## config.mk

```make
export PLATFORM = sky130hd
export DESIGN_NAME = flash_frame
export DESIGN_NICKNAME = d
export VERILOG_FILES = /design/src/design/flash_frame_pkg.sv /design/src/design/flash_frame.sv
export VERILOG_INCLUDE_DIRS = /design/src /design/src/design
export SDC_FILE = /design/constraint.sdc
export NUM_CORES = 1
export LEC_CHECK = 0
export BUFFER_PORTS_ARGS = -buffer_cell sky130_fd_sc_hd__buf_2
export CAP_MARGIN = 20
export CORE_MARGIN = 4
export CORE_UTILIZATION = 52
export DETAILED_ROUTE_END_ITERATION = 6
export HOLD_SLACK_MARGIN = 0.1
export PLACE_DENSITY = 0.74
export SLEW_MARGIN = 20
export SYNTH_ARGS = -nofsm -noshare
export SYNTH_HDL_FRONTEND = slang
export SYNTH_SLANG_ARGS = --single-unit
```

## constraint.sdc

```tcl
create_clock -name sys_clk_i -period 2.86 [get_ports sys_clk_i]
set_input_delay 0.286 -clock sys_clk_i [delete_from_list [all_inputs] [get_ports sys_clk_i]]
set_output_delay 0.286 -clock sys_clk_i [all_outputs]
set_load 0.02 [all_outputs]
```

## src/design/flash_frame_defs.svh

```systemverilog
// Constants for the serial flash command framing block.
// Assumes SPI mode 0: input sampled on rising serial clock, output changed on falling.
`ifndef FLASH_FRAME_DEFS_SVH
`define FLASH_FRAME_DEFS_SVH
`define OP_SEQ_PROG_A    8'had
`define OP_SEQ_PROG_B    8'haf
`define OP_BUF_TO_ARRAY  8'h88
`define OP_VOL_WREN      8'h50
`define OP_RD_STAT1      8'h05
`define OP_RD_STAT2      8'h35
`define OP_RD_STAT3      8'h15
`define OP_RD_STAT_SEL   8'h65
`define OP_WR_STAT1      8'h01
`define OP_WR_STAT2      8'h31
`define OP_WR_STAT3      8'h11
`define ADDR_BYTES       2'h3
`define STAT_RESET       8'h00
`endif

```

## src/design/flash_frame_pkg.sv

```systemverilog
// Types for the serial flash command framing block.
// Assumes the constants header is included by the user.
package flash_frame_pkg;
    typedef enum {
        PH_OPCODE,
        PH_ADDR,
        PH_SEL,
        PH_DUMMY,
        PH_DATA_IN,
        PH_DATA_OUT,
        PH_DONE,
        PH_IGNORE
    } phase_t;
endpackage : flash_frame_pkg

```

## src/design/flash_frame.sv

```systemverilog
// Command framing decoder of a serial flash, single-lane subset.
// Assumes serial pins come from another domain and are synchronised here.
`timescale 1ns/10ps
`include "flash_frame_defs.svh"

module flash_frame #(
    parameter int ADDR_W = 24
) (
    // Clock and reset
    input  wire logic              sys_clk_i,
    input  wire logic              rst_n_i,
    // Serial pins
    input  wire logic              cs_n_i,
    input  wire logic              sclk_i,
    input  wire logic              mosi_i,
    output logic                   miso_o,
    output logic                   miso_oe_o,
    // Operation strobes toward the array
    output logic                   seq_wr_o,
    output logic [ADDR_W-1:0]      seq_addr_o,
    output logic [7:0]             seq_data_o,
    output logic                   buf_prog_o,
    output logic [ADDR_W-1:0]      buf_addr_o,
    output logic                   vol_wren_o,
    output logic                   stat_wr_o,
    output logic [1:0]             stat_idx_o,
    output logic [7:0]             stat_data_o,
    // Status values to return
    input  wire logic [7:0]        stat1_i,
    input  wire logic [7:0]        stat2_i,
    input  wire logic [7:0]        stat3_i,
    input  wire logic [7:0]        stat4_i,
    input  wire logic [7:0]        stat5_i,
    input  wire logic [7:0]        stat6_i
);
    // Three-stage synchronisers; only stages two and three are compared
    logic [2:0] cs_s_reg, ck_s_reg, di_s_reg;
    always_ff @(posedge sys_clk_i or negedge rst_n_i) begin
        if (!rst_n_i) begin
            cs_s_reg <= 3'h7;
            ck_s_reg <= 3'h0;
            di_s_reg <= 3'h0;
        end else begin
            cs_s_reg <= {cs_s_reg[1:0], cs_n_i};
            ck_s_reg <= {ck_s_reg[1:0], sclk_i};
            di_s_reg <= {di_s_reg[1:0], mosi_i};
        end
    end
    logic cs_lvl_reg, ck_lvl_reg;
    logic cs_lvl_next, ck_lvl_next;
    always_comb begin
        cs_lvl_next = (cs_s_reg[1] == cs_s_reg[2]) ? cs_s_reg[2] : cs_lvl_reg;
        ck_lvl_next = (ck_s_reg[1] == ck_s_reg[2]) ? ck_s_reg[2] : ck_lvl_reg;
    end
    wire sel    = ~cs_lvl_reg;
    wire rise   = ck_lvl_next & ~ck_lvl_reg & sel;
    wire fall   = ~ck_lvl_next & ck_lvl_reg & sel;
    wire bit_in = di_s_reg[2];

    function automatic logic [7:0] pick_stat(input logic [7:0] op, input logic [7:0] s);
        if (op == `OP_RD_STAT1)      pick_stat = stat1_i;
        else if (op == `OP_RD_STAT2) pick_stat = stat2_i;
        else if (op == `OP_RD_STAT3) pick_stat = stat3_i;
        else if (s[1:0] == 2'h1)     pick_stat = stat5_i;
        else if (s[1:0] == 2'h2)     pick_stat = stat6_i;
        else                         pick_stat = stat4_i;
    endfunction : pick_stat

    flash_frame_pkg::phase_t ph_reg, ph_next;
    logic [7:0]        sh_reg, sh_next, op_reg, op_next, sel_reg, sel_next;
    logic [7:0]        out_reg, out_next;
    logic [2:0]        bit_reg, bit_next;
    logic [1:0]        ab_reg, ab_next;
    logic [ADDR_W-1:0] addr_reg, addr_next, wa_reg, wa_next;
    logic              seq_on_reg, seq_on_next;
    logic              miso_next, oe_next;
    logic              seq_wr_next, buf_next, wren_next, swr_next;
    logic [ADDR_W-1:0] buf_addr_next;
    logic [1:0]        sidx_next;
    logic [7:0]        sdat_next;
    logic [7:0]        byte_in;

    always_comb begin
        ph_next = ph_reg;
        sh_next = sh_reg;
        op_next = op_reg;
        sel_next = sel_reg;
        out_next = out_reg;
        bit_next = bit_reg;
        ab_next = ab_reg;
        addr_next = addr_reg;
        wa_next = wa_reg;
        seq_on_next = seq_on_reg;
        miso_next = miso_o;
        oe_next = miso_oe_o;
        seq_wr_next = 1'b0;
        buf_next = 1'b0;
        wren_next = 1'b0;
        swr_next = 1'b0;
        buf_addr_next = buf_addr_o;
        sidx_next = stat_idx_o;
        sdat_next = stat_data_o;
        byte_in = {sh_reg[6:0], bit_in};
        if (!sel) begin
            // Frame end: a partial frame just drops back to idle
            if (ph_reg == flash_frame_pkg::PH_DONE && op_reg == `OP_BUF_TO_ARRAY) begin
                buf_next = 1'b1;
                buf_addr_next = addr_reg;
            end
            if (ph_reg == flash_frame_pkg::PH_DONE && op_reg == `OP_VOL_WREN)
                wren_next = 1'b1;
            ph_next = flash_frame_pkg::PH_OPCODE;
            bit_next = 3'h0;
            oe_next = 1'b0;
            miso_next = 1'b0;
        end else if (rise) begin
            sh_next = byte_in;
            bit_next = bit_reg + 3'h1;
            if (bit_reg == 3'h7) begin
                case (ph_reg)
                    flash_frame_pkg::PH_OPCODE: begin
                        op_next = byte_in;
                        ab_next = 2'h0;
                        if (byte_in == `OP_SEQ_PROG_A || byte_in == `OP_SEQ_PROG_B) begin
                            // Address only on the first frame of a sequence
                            ph_next = seq_on_reg ? flash_frame_pkg::PH_DATA_IN
                                                 : flash_frame_pkg::PH_ADDR;
                        end else if (byte_in == `OP_BUF_TO_ARRAY) begin
                            ph_next = flash_frame_pkg::PH_ADDR;
                        end else if (byte_in == `OP_VOL_WREN) begin
                            ph_next = flash_frame_pkg::PH_DONE;
                        end else if (byte_in == `OP_RD_STAT1 || byte_in == `OP_RD_STAT2
                                     || byte_in == `OP_RD_STAT3) begin
                            out_next = pick_stat(byte_in, 8'h00);
                            ph_next = flash_frame_pkg::PH_DATA_OUT;
                        end else if (byte_in == `OP_RD_STAT_SEL) begin
                            ph_next = flash_frame_pkg::PH_SEL;
                        end else if (byte_in == `OP_WR_STAT1 || byte_in == `OP_WR_STAT2
                                     || byte_in == `OP_WR_STAT3) begin
                            ph_next = flash_frame_pkg::PH_DATA_IN;
                        end else begin
                            ph_next = flash_frame_pkg::PH_IGNORE;
                        end
                    end
                    flash_frame_pkg::PH_ADDR: begin
                        addr_next = {addr_reg[ADDR_W-9:0], byte_in};
                        ab_next = ab_reg + 2'h1;
                        if (ab_reg == `ADDR_BYTES - 2'h1) begin
                            if (op_reg == `OP_BUF_TO_ARRAY) ph_next = flash_frame_pkg::PH_DONE;
                            else begin
                                wa_next = {addr_reg[ADDR_W-9:0], byte_in};
                                ph_next = flash_frame_pkg::PH_DATA_IN;
                            end
                        end
                    end
                    flash_frame_pkg::PH_SEL: begin
                        sel_next = byte_in;
                        ph_next = flash_frame_pkg::PH_DUMMY;
                    end
                    flash_frame_pkg::PH_DUMMY: begin
                        // Value discarded, only the eight clocks matter
                        out_next = pick_stat(op_reg, sel_reg);
                        ph_next = flash_frame_pkg::PH_DATA_OUT;
                    end
                    flash_frame_pkg::PH_DATA_IN: begin
                        ph_next = flash_frame_pkg::PH_DONE;
                        if (op_reg == `OP_SEQ_PROG_A || op_reg == `OP_SEQ_PROG_B) begin
                            seq_wr_next = 1'b1;
                            sdat_next = byte_in;
                            buf_addr_next = buf_addr_o;
                            wa_next = wa_reg + ADDR_W'(1);
                            seq_on_next = 1'b1;
                        end else begin
                            swr_next = 1'b1;
                            sdat_next = byte_in;
                            sidx_next = (op_reg == `OP_WR_STAT1) ? 2'h0 :
                                        (op_reg == `OP_WR_STAT2) ? 2'h1 : 2'h2;
                        end
                    end
                    flash_frame_pkg::PH_DATA_OUT: ph_next = flash_frame_pkg::PH_DONE;
                    default: ph_next = ph_reg;
                endcase
            end
        end else if (fall) begin
            // Shift out on falling edges while returning a status byte
            if (ph_reg == flash_frame_pkg::PH_DATA_OUT) begin
                oe_next = 1'b1;
                miso_next = out_reg[7];
                out_next = {out_reg[6:0], 1'b0};
            end else begin
                oe_next = 1'b0;
            end
        end
        // A release cut into a status read must free the line in the same cycle
        if (cs_lvl_next) begin
            oe_next = 1'b0;
        end
    end

    always_ff @(posedge sys_clk_i or negedge rst_n_i) begin
        if (!rst_n_i) begin
            cs_lvl_reg <= 1'b1;
            ck_lvl_reg <= 1'b0;
            ph_reg <= flash_frame_pkg::PH_OPCODE;
            sh_reg <= 8'h00;
            op_reg <= 8'h00;
            sel_reg <= 8'h00;
            out_reg <= 8'h00;
            bit_reg <= 3'h0;
            ab_reg <= 2'h0;
            addr_reg <= '0;
            wa_reg <= '0;
            seq_on_reg <= 1'b0;
            miso_o <= 1'b0;
            miso_oe_o <= 1'b0;
            seq_wr_o <= 1'b0;
            seq_addr_o <= '0;
            seq_data_o <= 8'h00;
            buf_prog_o <= 1'b0;
            buf_addr_o <= '0;
            vol_wren_o <= 1'b0;
            stat_wr_o <= 1'b0;
            stat_idx_o <= 2'h0;
            stat_data_o <= `STAT_RESET;
        end else begin
            cs_lvl_reg <= cs_lvl_next;
            ck_lvl_reg <= ck_lvl_next;
            ph_reg <= ph_next;
            sh_reg <= sh_next;
            op_reg <= op_next;
            sel_reg <= sel_next;
            out_reg <= out_next;
            bit_reg <= bit_next;
            ab_reg <= ab_next;
            addr_reg <= addr_next;
            wa_reg <= wa_next;
            seq_on_reg <= seq_on_next;
            miso_o <= miso_next;
            miso_oe_o <= oe_next;
            seq_wr_o <= seq_wr_next;
            if (seq_wr_next) begin
                seq_addr_o <= wa_reg;
                seq_data_o <= sdat_next;
            end
            buf_prog_o <= buf_next;
            buf_addr_o <= buf_addr_next;
            vol_wren_o <= wren_next;
            stat_wr_o <= swr_next;
            stat_idx_o <= sidx_next;
            stat_data_o <= swr_next ? sdat_next : stat_data_o;
        end
    end
endmodule : flash_frame

```

### Word-level counts from Yosys, hierarchy flattened

Index checks and enable logic that the tools add are counted.

| storage, ports and cells | value |
|---|---|
| bits in registers | 194 |
| input port bits | 53 |
| output and inout bits | 72 |
| logic and storage cells | 183 |

| cells by class | value |
|---|---|
| add/sub/neg operators | 3 |
| eq/ne operators | 45 |
| multiplexer cells | 68 |
| bitwise operators | 8 |
| reduce and logical (&&, ||, !) cells | 33 |

Operator list:

| cell | number |
|---|---|
| two-way mux 8 bit | 20 |
| one-hot mux 32 bit (5 select lines) | 1 |
| two-way mux 32 bit | 4 |
| two-way mux 24 bit | 3 |
| == test 32 x 2 -> 1 bit (second input constant) | 2 |
| == test 32 x 3 -> 1 bit (second input constant) | 2 |
| == test 32 x 4 -> 1 bit (second input constant) | 2 |
| == test 8 bit (second input constant) | 6 |
| one-hot mux 24 bit (2 select lines) | 1 |
| == test 32 x 1 -> 1 bit (second input constant) | 1 |
| == test 8 x 6 -> 1 bit (second input constant) | 4 |
| logical NOT 32 bit | 1 |
| two-way mux 1 bit | 25 |
| adder 24 x 1 -> 24 bit (second input constant) | 1 |
| == test 8 x 5 -> 1 bit (second input constant) | 3 |
| == test 8 x 7 -> 1 bit (second input constant) | 3 |
| two-way mux 3 bit | 8 |
| AND reduction 4 bit | 5 |
| inequality test 3 bit (second input constant) | 6 |
| == test 8 x 1 -> 1 bit (second input constant) | 2 |
| == test 8 x 3 -> 1 bit (second input constant) | 2 |
| one-hot mux 8 bit (2 select lines) | 1 |
| nonzero test 2 bit | 8 |
| AND reduction 5 bit | 2 |
| other kinds (22) | 44 |

### Longest topological paths before layout

| depth | value |
|---|---|
| word-level depth | 13 |
| depth in mapped cells | 8 |
| mapped depth without buffers | 7 |

### Worst setup path before layout

No wires, ideal clock.

| timing | value |
|---|---|
| path kind | register -> register |
| start | reg op_reg[7] |
| end | reg out_reg[4] |
| library setup time | 121 ps |
| arrival time | 1,965 ps |
| required time | 2,739 ps |
| path slack | 774 ps |
| cell stages (with the launch flop) | 7 |
| buffers on the path | 1 |
| cell sequence | dfrtp_1 or4b_1 buf_2 or4_4 o22ai_1 o211ai_1 a22o_1 |

| between the ends | value |
|---|---|
| longest elaborated chain between the ends | 7 |

RTL lines:

| item | line | source |
|---|---|---|
| start: declaration | flash_frame.sv:70 | `logic [7:0] sh_reg, sh_next, op_reg, op_next, sel_reg, sel_next;` |
| start signal: assignment | flash_frame.sv:230 | `op_reg <= op_next;` |
| == test 8 x 5 -> 1 bit (no line) | -- |  |
| two-way mux 8 bit | flash_frame.sv:63 | `` else if (op == `OP_RD_STAT3) pick_stat = stat3_i; `` |
| two-way mux 8 bit | flash_frame.sv:62 | `` else if (op == `OP_RD_STAT2) pick_stat = stat2_i; `` |
| two-way mux 8 bit (*) | flash_frame.sv:61 | `` if (op == `OP_RD_STAT1) pick_stat = stat1_i; `` |
| one-hot mux 8 bit (2 select lines) (*) | flash_frame.sv:120 | `case (ph_reg)` |
| two-way mux 8 bit (*) | flash_frame.sv:119 | `if (bit_reg == 3'h7) begin` |
| two-way mux 8 bit (*) | flash_frame.sv:116 | `end else if (rise) begin` |
| end signal: assignment | flash_frame.sv:232 | `out_reg <= out_next;` |
| end: declaration | flash_frame.sv:71 | `logic [7:0] out_reg, out_next;` |

Every way passes the cells marked *; elsewhere a longest branch is shown, timed or not. The select of a mux whose other input is x is not followed.
A chain may end at the register's enable or synchronous reset.

### Final worst setup path

| timing | value |
|---|---|
| start | reg sh_reg[2] |
| end | reg out_reg[0] |

| between the ends | value |
|---|---|
| longest elaborated chain between the ends | 11 |

RTL lines:

| item | line | source |
|---|---|---|
| start: declaration | flash_frame.sv:70 |  |
| start signal: assignment | flash_frame.sv:229 | `sh_reg <= sh_next;` |
| == test 8 x 5 -> 1 bit (no line) | -- |  |
| two-way mux 8 bit | flash_frame.sv:63 |  |
| two-way mux 8 bit | flash_frame.sv:62 |  |
| two-way mux 8 bit | flash_frame.sv:61 |  |
| two-way mux 8 bit | flash_frame.sv:132 | `` end else if (byte_in == `OP_RD_STAT1 \|\| byte_in == `OP_RD_STAT2 `` |
| two-way mux 8 bit | flash_frame.sv:130 | `` end else if (byte_in == `OP_VOL_WREN) begin `` |
| two-way mux 8 bit | flash_frame.sv:128 | `` end else if (byte_in == `OP_BUF_TO_ARRAY) begin `` |
| two-way mux 8 bit | flash_frame.sv:124 | `` if (byte_in == `OP_SEQ_PROG_A \|\| byte_in == `OP_SEQ_PROG_B) begin `` |
| one-hot mux 8 bit (2 select lines) | flash_frame.sv:120 |  |
| two-way mux 8 bit | flash_frame.sv:119 |  |
| two-way mux 8 bit | flash_frame.sv:116 |  |

Several ways; a longest one is shown, not always the timed one. The select of a mux whose other input is x is not followed.

==> impl_results.rst <==
.. list-table::
   :header-rows: 1

   * - Metric
     - Value
   * - First-pass GRT wire length
     - 32.7 mm
   * - Antenna violation net count after detailed routing
     - 0
   * - Total global-route track usage
     - 0.229
   * - Type of the most critical hold path
     - input pin to flip-flop
   * - Effective utilization at floorplan
     - 0.528
   * - Post-layout total power
     - ~5500 µW
   * - Worst reg-to-reg setup slack
     - between 300 and 400 ps
   * - Switching power of the nets
     - 1330 µW
   * - Sequential fraction of design power
     - 0.437
   * - Area of the multi-input gates
     - around 3600 µm²
   * - WP data required
     - ~3200 ps
   * - CP Capture Point
     - out_reg[0]
   * - P per Cell Area
     - 576 nW/µm²
   * - Length of the first detailed-routing pass in iterations
     - 5
   * - Endpoint type of the worst setup path
     - flip-flop
   * - Detailed Route Iter0 Violations
     - 431
   * - Max-cap violation count
     - 0
   * - Fillcell total
     - 1,173
   * - Number of antenna violations at the first check in global routing
     - 0
   * - PortBufs
     - 124
   * - Net switching share of the total power
     - 0.240
   * - Sequential cell area
     - 4130 µm²
   * - Leakage power
     - 0.00470 µW
   * - Cell internal power dissipation
     - 4210 µW
   * - Worst VDD drop
     - 407 µV
   * - Number of cell instances on the worst register-to-register path
     - 5
   * - Slew at the pin closest to its max-slew limit
     - 745 ps
   * - Critical path origin
     - sh_reg[2]
   * - Post-synth EDFFs
     - 0
   * - Mean post-synth cell area
     - 11.2 µm²
   * - CTS H-tree depth
     - 4
   * - Post-layout minimum cycle time
     - 2470 ps
   * - Area of the die
     - 17,400 µm²
   * - Final Cycle Share
     - 0.864
   * - Syn. warnings
     - 0
   * - Remaining Overflow, GRT
     - 0
   * - DRT Wirelength
     - 19.6 mm
   * - Clock Skew
     - slightly below 9 ps
   * - Number of cells in the finished layout apart from fillers
     - 1,041
   * - Row count
     - 45
   * - Area grow syn2layout
     - 20.2%
   * - Core Region
     - around 15,000 µm²
   * - Clock tree from TritonCTS
     - yes
   * - Asr flop ratio synth
     - 1.00
   * - Most used flip-flop cell after synthesis
     - dfrtp_1
   * - Number of CTS-inserted buffers
     - 17
   * - Result of the run
     - complete, no violations
   * - Pin count of the biggest net entering global routing
     - between 60 and 70
   * - Final setup viols
     - 0
   * - Reg-to-Reg Start
     - sh_reg[2]
   * - Instance count of the mapped netlist
     - a little over 700
   * - Clock tree sinks
     - 165
   * - Hold Violations, Final
     - 0
   * - Diode insertion count for antenna repair
     - 0
   * - Final Wtd Congestion
     - 0.927
   * - Maximum clock path buffer count
     - 2
   * - Die extent in y
     - 132 µm
   * - Total I/O pin count
     - ~130
   * - Arrival time worst endpoint
     - around 2800 ps
   * - Half-perimeter wire length after detailed placement
     - 13.6 mm
   * - # placed instances
     - 1,005
   * - Proportion of power drawn by combinational gates
     - 0.118
   * - Startpoint type of the worst setup path
     - flip-flop
   * - Share of layout cells above drive strength 1
     - 0.359
   * - Worst r2r dst
     - out_reg[0]
   * - Worst rel slew slack
     - 0.499
   * - Clk Latency, worst-skew pair
     - ~420 ps
   * - Total negative slack for setup checks
     - 0 ps
   * - Resize count post-CTS
     - 0
   * - Final cell utilization of the core
     - 0.635
   * - Final nets
     - 897
   * - Number of remaining DRC errors
     - 0
   * - Clock-pin slew of the registers on the worst-case setup and hold paths
     - 60 ps
   * - Detailed-route wire length per cell
     - 18.8 µm
   * - Number of storage elements in the synthesis netlist
     - 165
   * - Setup repair after global routing missed its margin
     - no
   * - Hold Crit Depth
     - 5
   * - Average via count per standard cell
     - 5.99
   * - Proportion of synthesized chip area in sequential cells
     - 0.517
   * - Via Count
     - around 6.2k
   * - Final hold slack
     - 331 ps
   * - Highest clock frequency the design can meet
     - 0.405 GHz
   * - Proportion of power drawn by the clock network
     - 0.445
   * - Die Wd
     - 132 µm
   * - Number of distinct library cell variants in the gate-level netlist after synthesis
     - 67
   * - Via count of the first global-routing pass
     - 6,393
   * - Final slew viol count
     - 0
   * - Category of the most critical setup path
     - flip-flop to flip-flop
   * - Mapped cell area
     - roughly 8000 µm²
   * - Cell at the root of the clock tree
     - clkbuf_16
   * - Post-Synthesis Net Count
     - about 770
   * - Critical path peak fanout
     - 15
metrics by stage:
stage	instance area [µm²]	setup slack, ps
after floorplan	8000	774
after global placement	8910	409
after detailed placement	8910	297
after CTS	9610	236
after global routing	9610	169
final	9610	388
placed cells by master (no fill, tap or decap), types with 6 or more instances in the layout:
master	count
and3_1	7
or3_1	8
a21oi_1	26
nor2_1	33
clkbuf_16	17
nand2b_1	7
mux2i_1	31
o211ai_1	8
o22a_1	12
a211oi_1	6
o221ai_1	8
buf_4	28
nor3_1	7
a22oi_1	6
o22ai_1	17
nand3_1	22
nor4_1	11
nand4_1	6
a2bb2oi_1	13
nand2_1	58
o21ai_0	21
inv_1	13
mux2_2	101
buf_2	123
a31oi_1	7
dfrtp_1	161
what timing repair did:
| item | in CTS | in global routing |
|---|---|---|
| hold buffers | 4 | 0 |
| endpoints found under the hold margin | 46 | 0 |
| setup buffers | 0 | 0 |
power by group through the flow:
stage	Clock, µW	Sequential (µW)	Combinational, µW
5_1_grt	2600	2430	705
3_3_place_gp	0	2460	614
4_1_cts	2510	2420	643
6_report	2470	2420	651
2_1_floorplan	0	2440	400
3_5_place_dp	0	2460	636
metal layers:
layer | routed length [µm] | share of wire | vias to the layer above | track usage
met5 | 0 | 0 | - | 0
met2 | 9730 | 0.50 | 208 | 0.384
met3 | 939 | 0.048 | 37 | 0.0462
met4 | 394 | 0.020 | 0 | 0.0933
li1 | - | - | 2906 | -
met1 | 8490 | 0.43 | 3080 | 0.292
worst max-delay path, cell delays in order (launching register included):
cell	delay (ps)
dfrtp_1	440
buf_4	190
or4_4	550
nor4_1	410
o22ai_2	320
o41ai_1	430
Yosys cell counts, types with 7 or more instances:
| cell type | count | area share |
|---|---|---|
| a21oi_1 | 26 | 0.016 |
| nor4_1 | 11 | 0.0086 |
| dfrtp_1 | 161 | 0.50 |
| o21ai_0 | 21 | 0.013 |
| a31oi_1 | 7 | 0.0055 |
| o211ai_1 | 8 | 0.0075 |
| or3_1 | 8 | 0.0063 |
| nor2_1 | 33 | 0.015 |
| mux2i_1 | 31 | 0.039 |
| nand2_1 | 58 | 0.027 |
| o22ai_1 | 18 | 0.014 |
| o22a_1 | 12 | 0.013 |
| buf_2 | 12 | 0.0075 |
| o221ai_1 | 8 | 0.0088 |
| nand3_1 | 22 | 0.014 |
| nand2b_1 | 7 | 0.0055 |
| mux2_2 | 101 | 0.14 |
| a2bb2oi_1 | 13 | 0.014 |
| nor3_1 | 7 | 0.0044 |
| and3_1 | 7 | 0.0055 |
| clkbuf_1 | 33 | 0.015 |
| inv_1 | 13 | 0.0061 |
area by class of cell:
type / count / area share
Inverter: 14 / 0.00547
Timing Repair Buffer: 158 / 0.0954
Tap cell: 188 / 0.0245
Clock inverter: 11 / 0.0180
Clock buffer: 21 / 0.0500
Sequential cell: 165 / 0.430
Multi-Input combinational cell: 484 / 0.377
worst min path at each step:
stage	from	endpoint	slack, ps
CTS	stat4_i[0]	out_reg[0]	310
global placement	rst_n_i	buf_prog_o	240
detailed placement	rst_n_i	buf_addr_o[20]	250
finish	stat4_i[0]	out_reg[0]	330
global route	cs_s_reg[0]	cs_s_reg[1]	360
floorplan	rst_n_i	ab_reg[0]	-10
cells by family (layout without fill, tap and decap cells):
family	count (synthesis)	in the layout	synth area share
buffers and inverters	65	204	0.0328
AOI/OAI and AO/OA	151	151	0.132
DFF	165	165	0.517
muxes	134	134	0.184
xor gates and xnor gates	1	1	0.00109
adders and majority gates	6	6	0.00876
and+or+nand+nor	192	192	0.125
(Power assumes the default switching activity.)
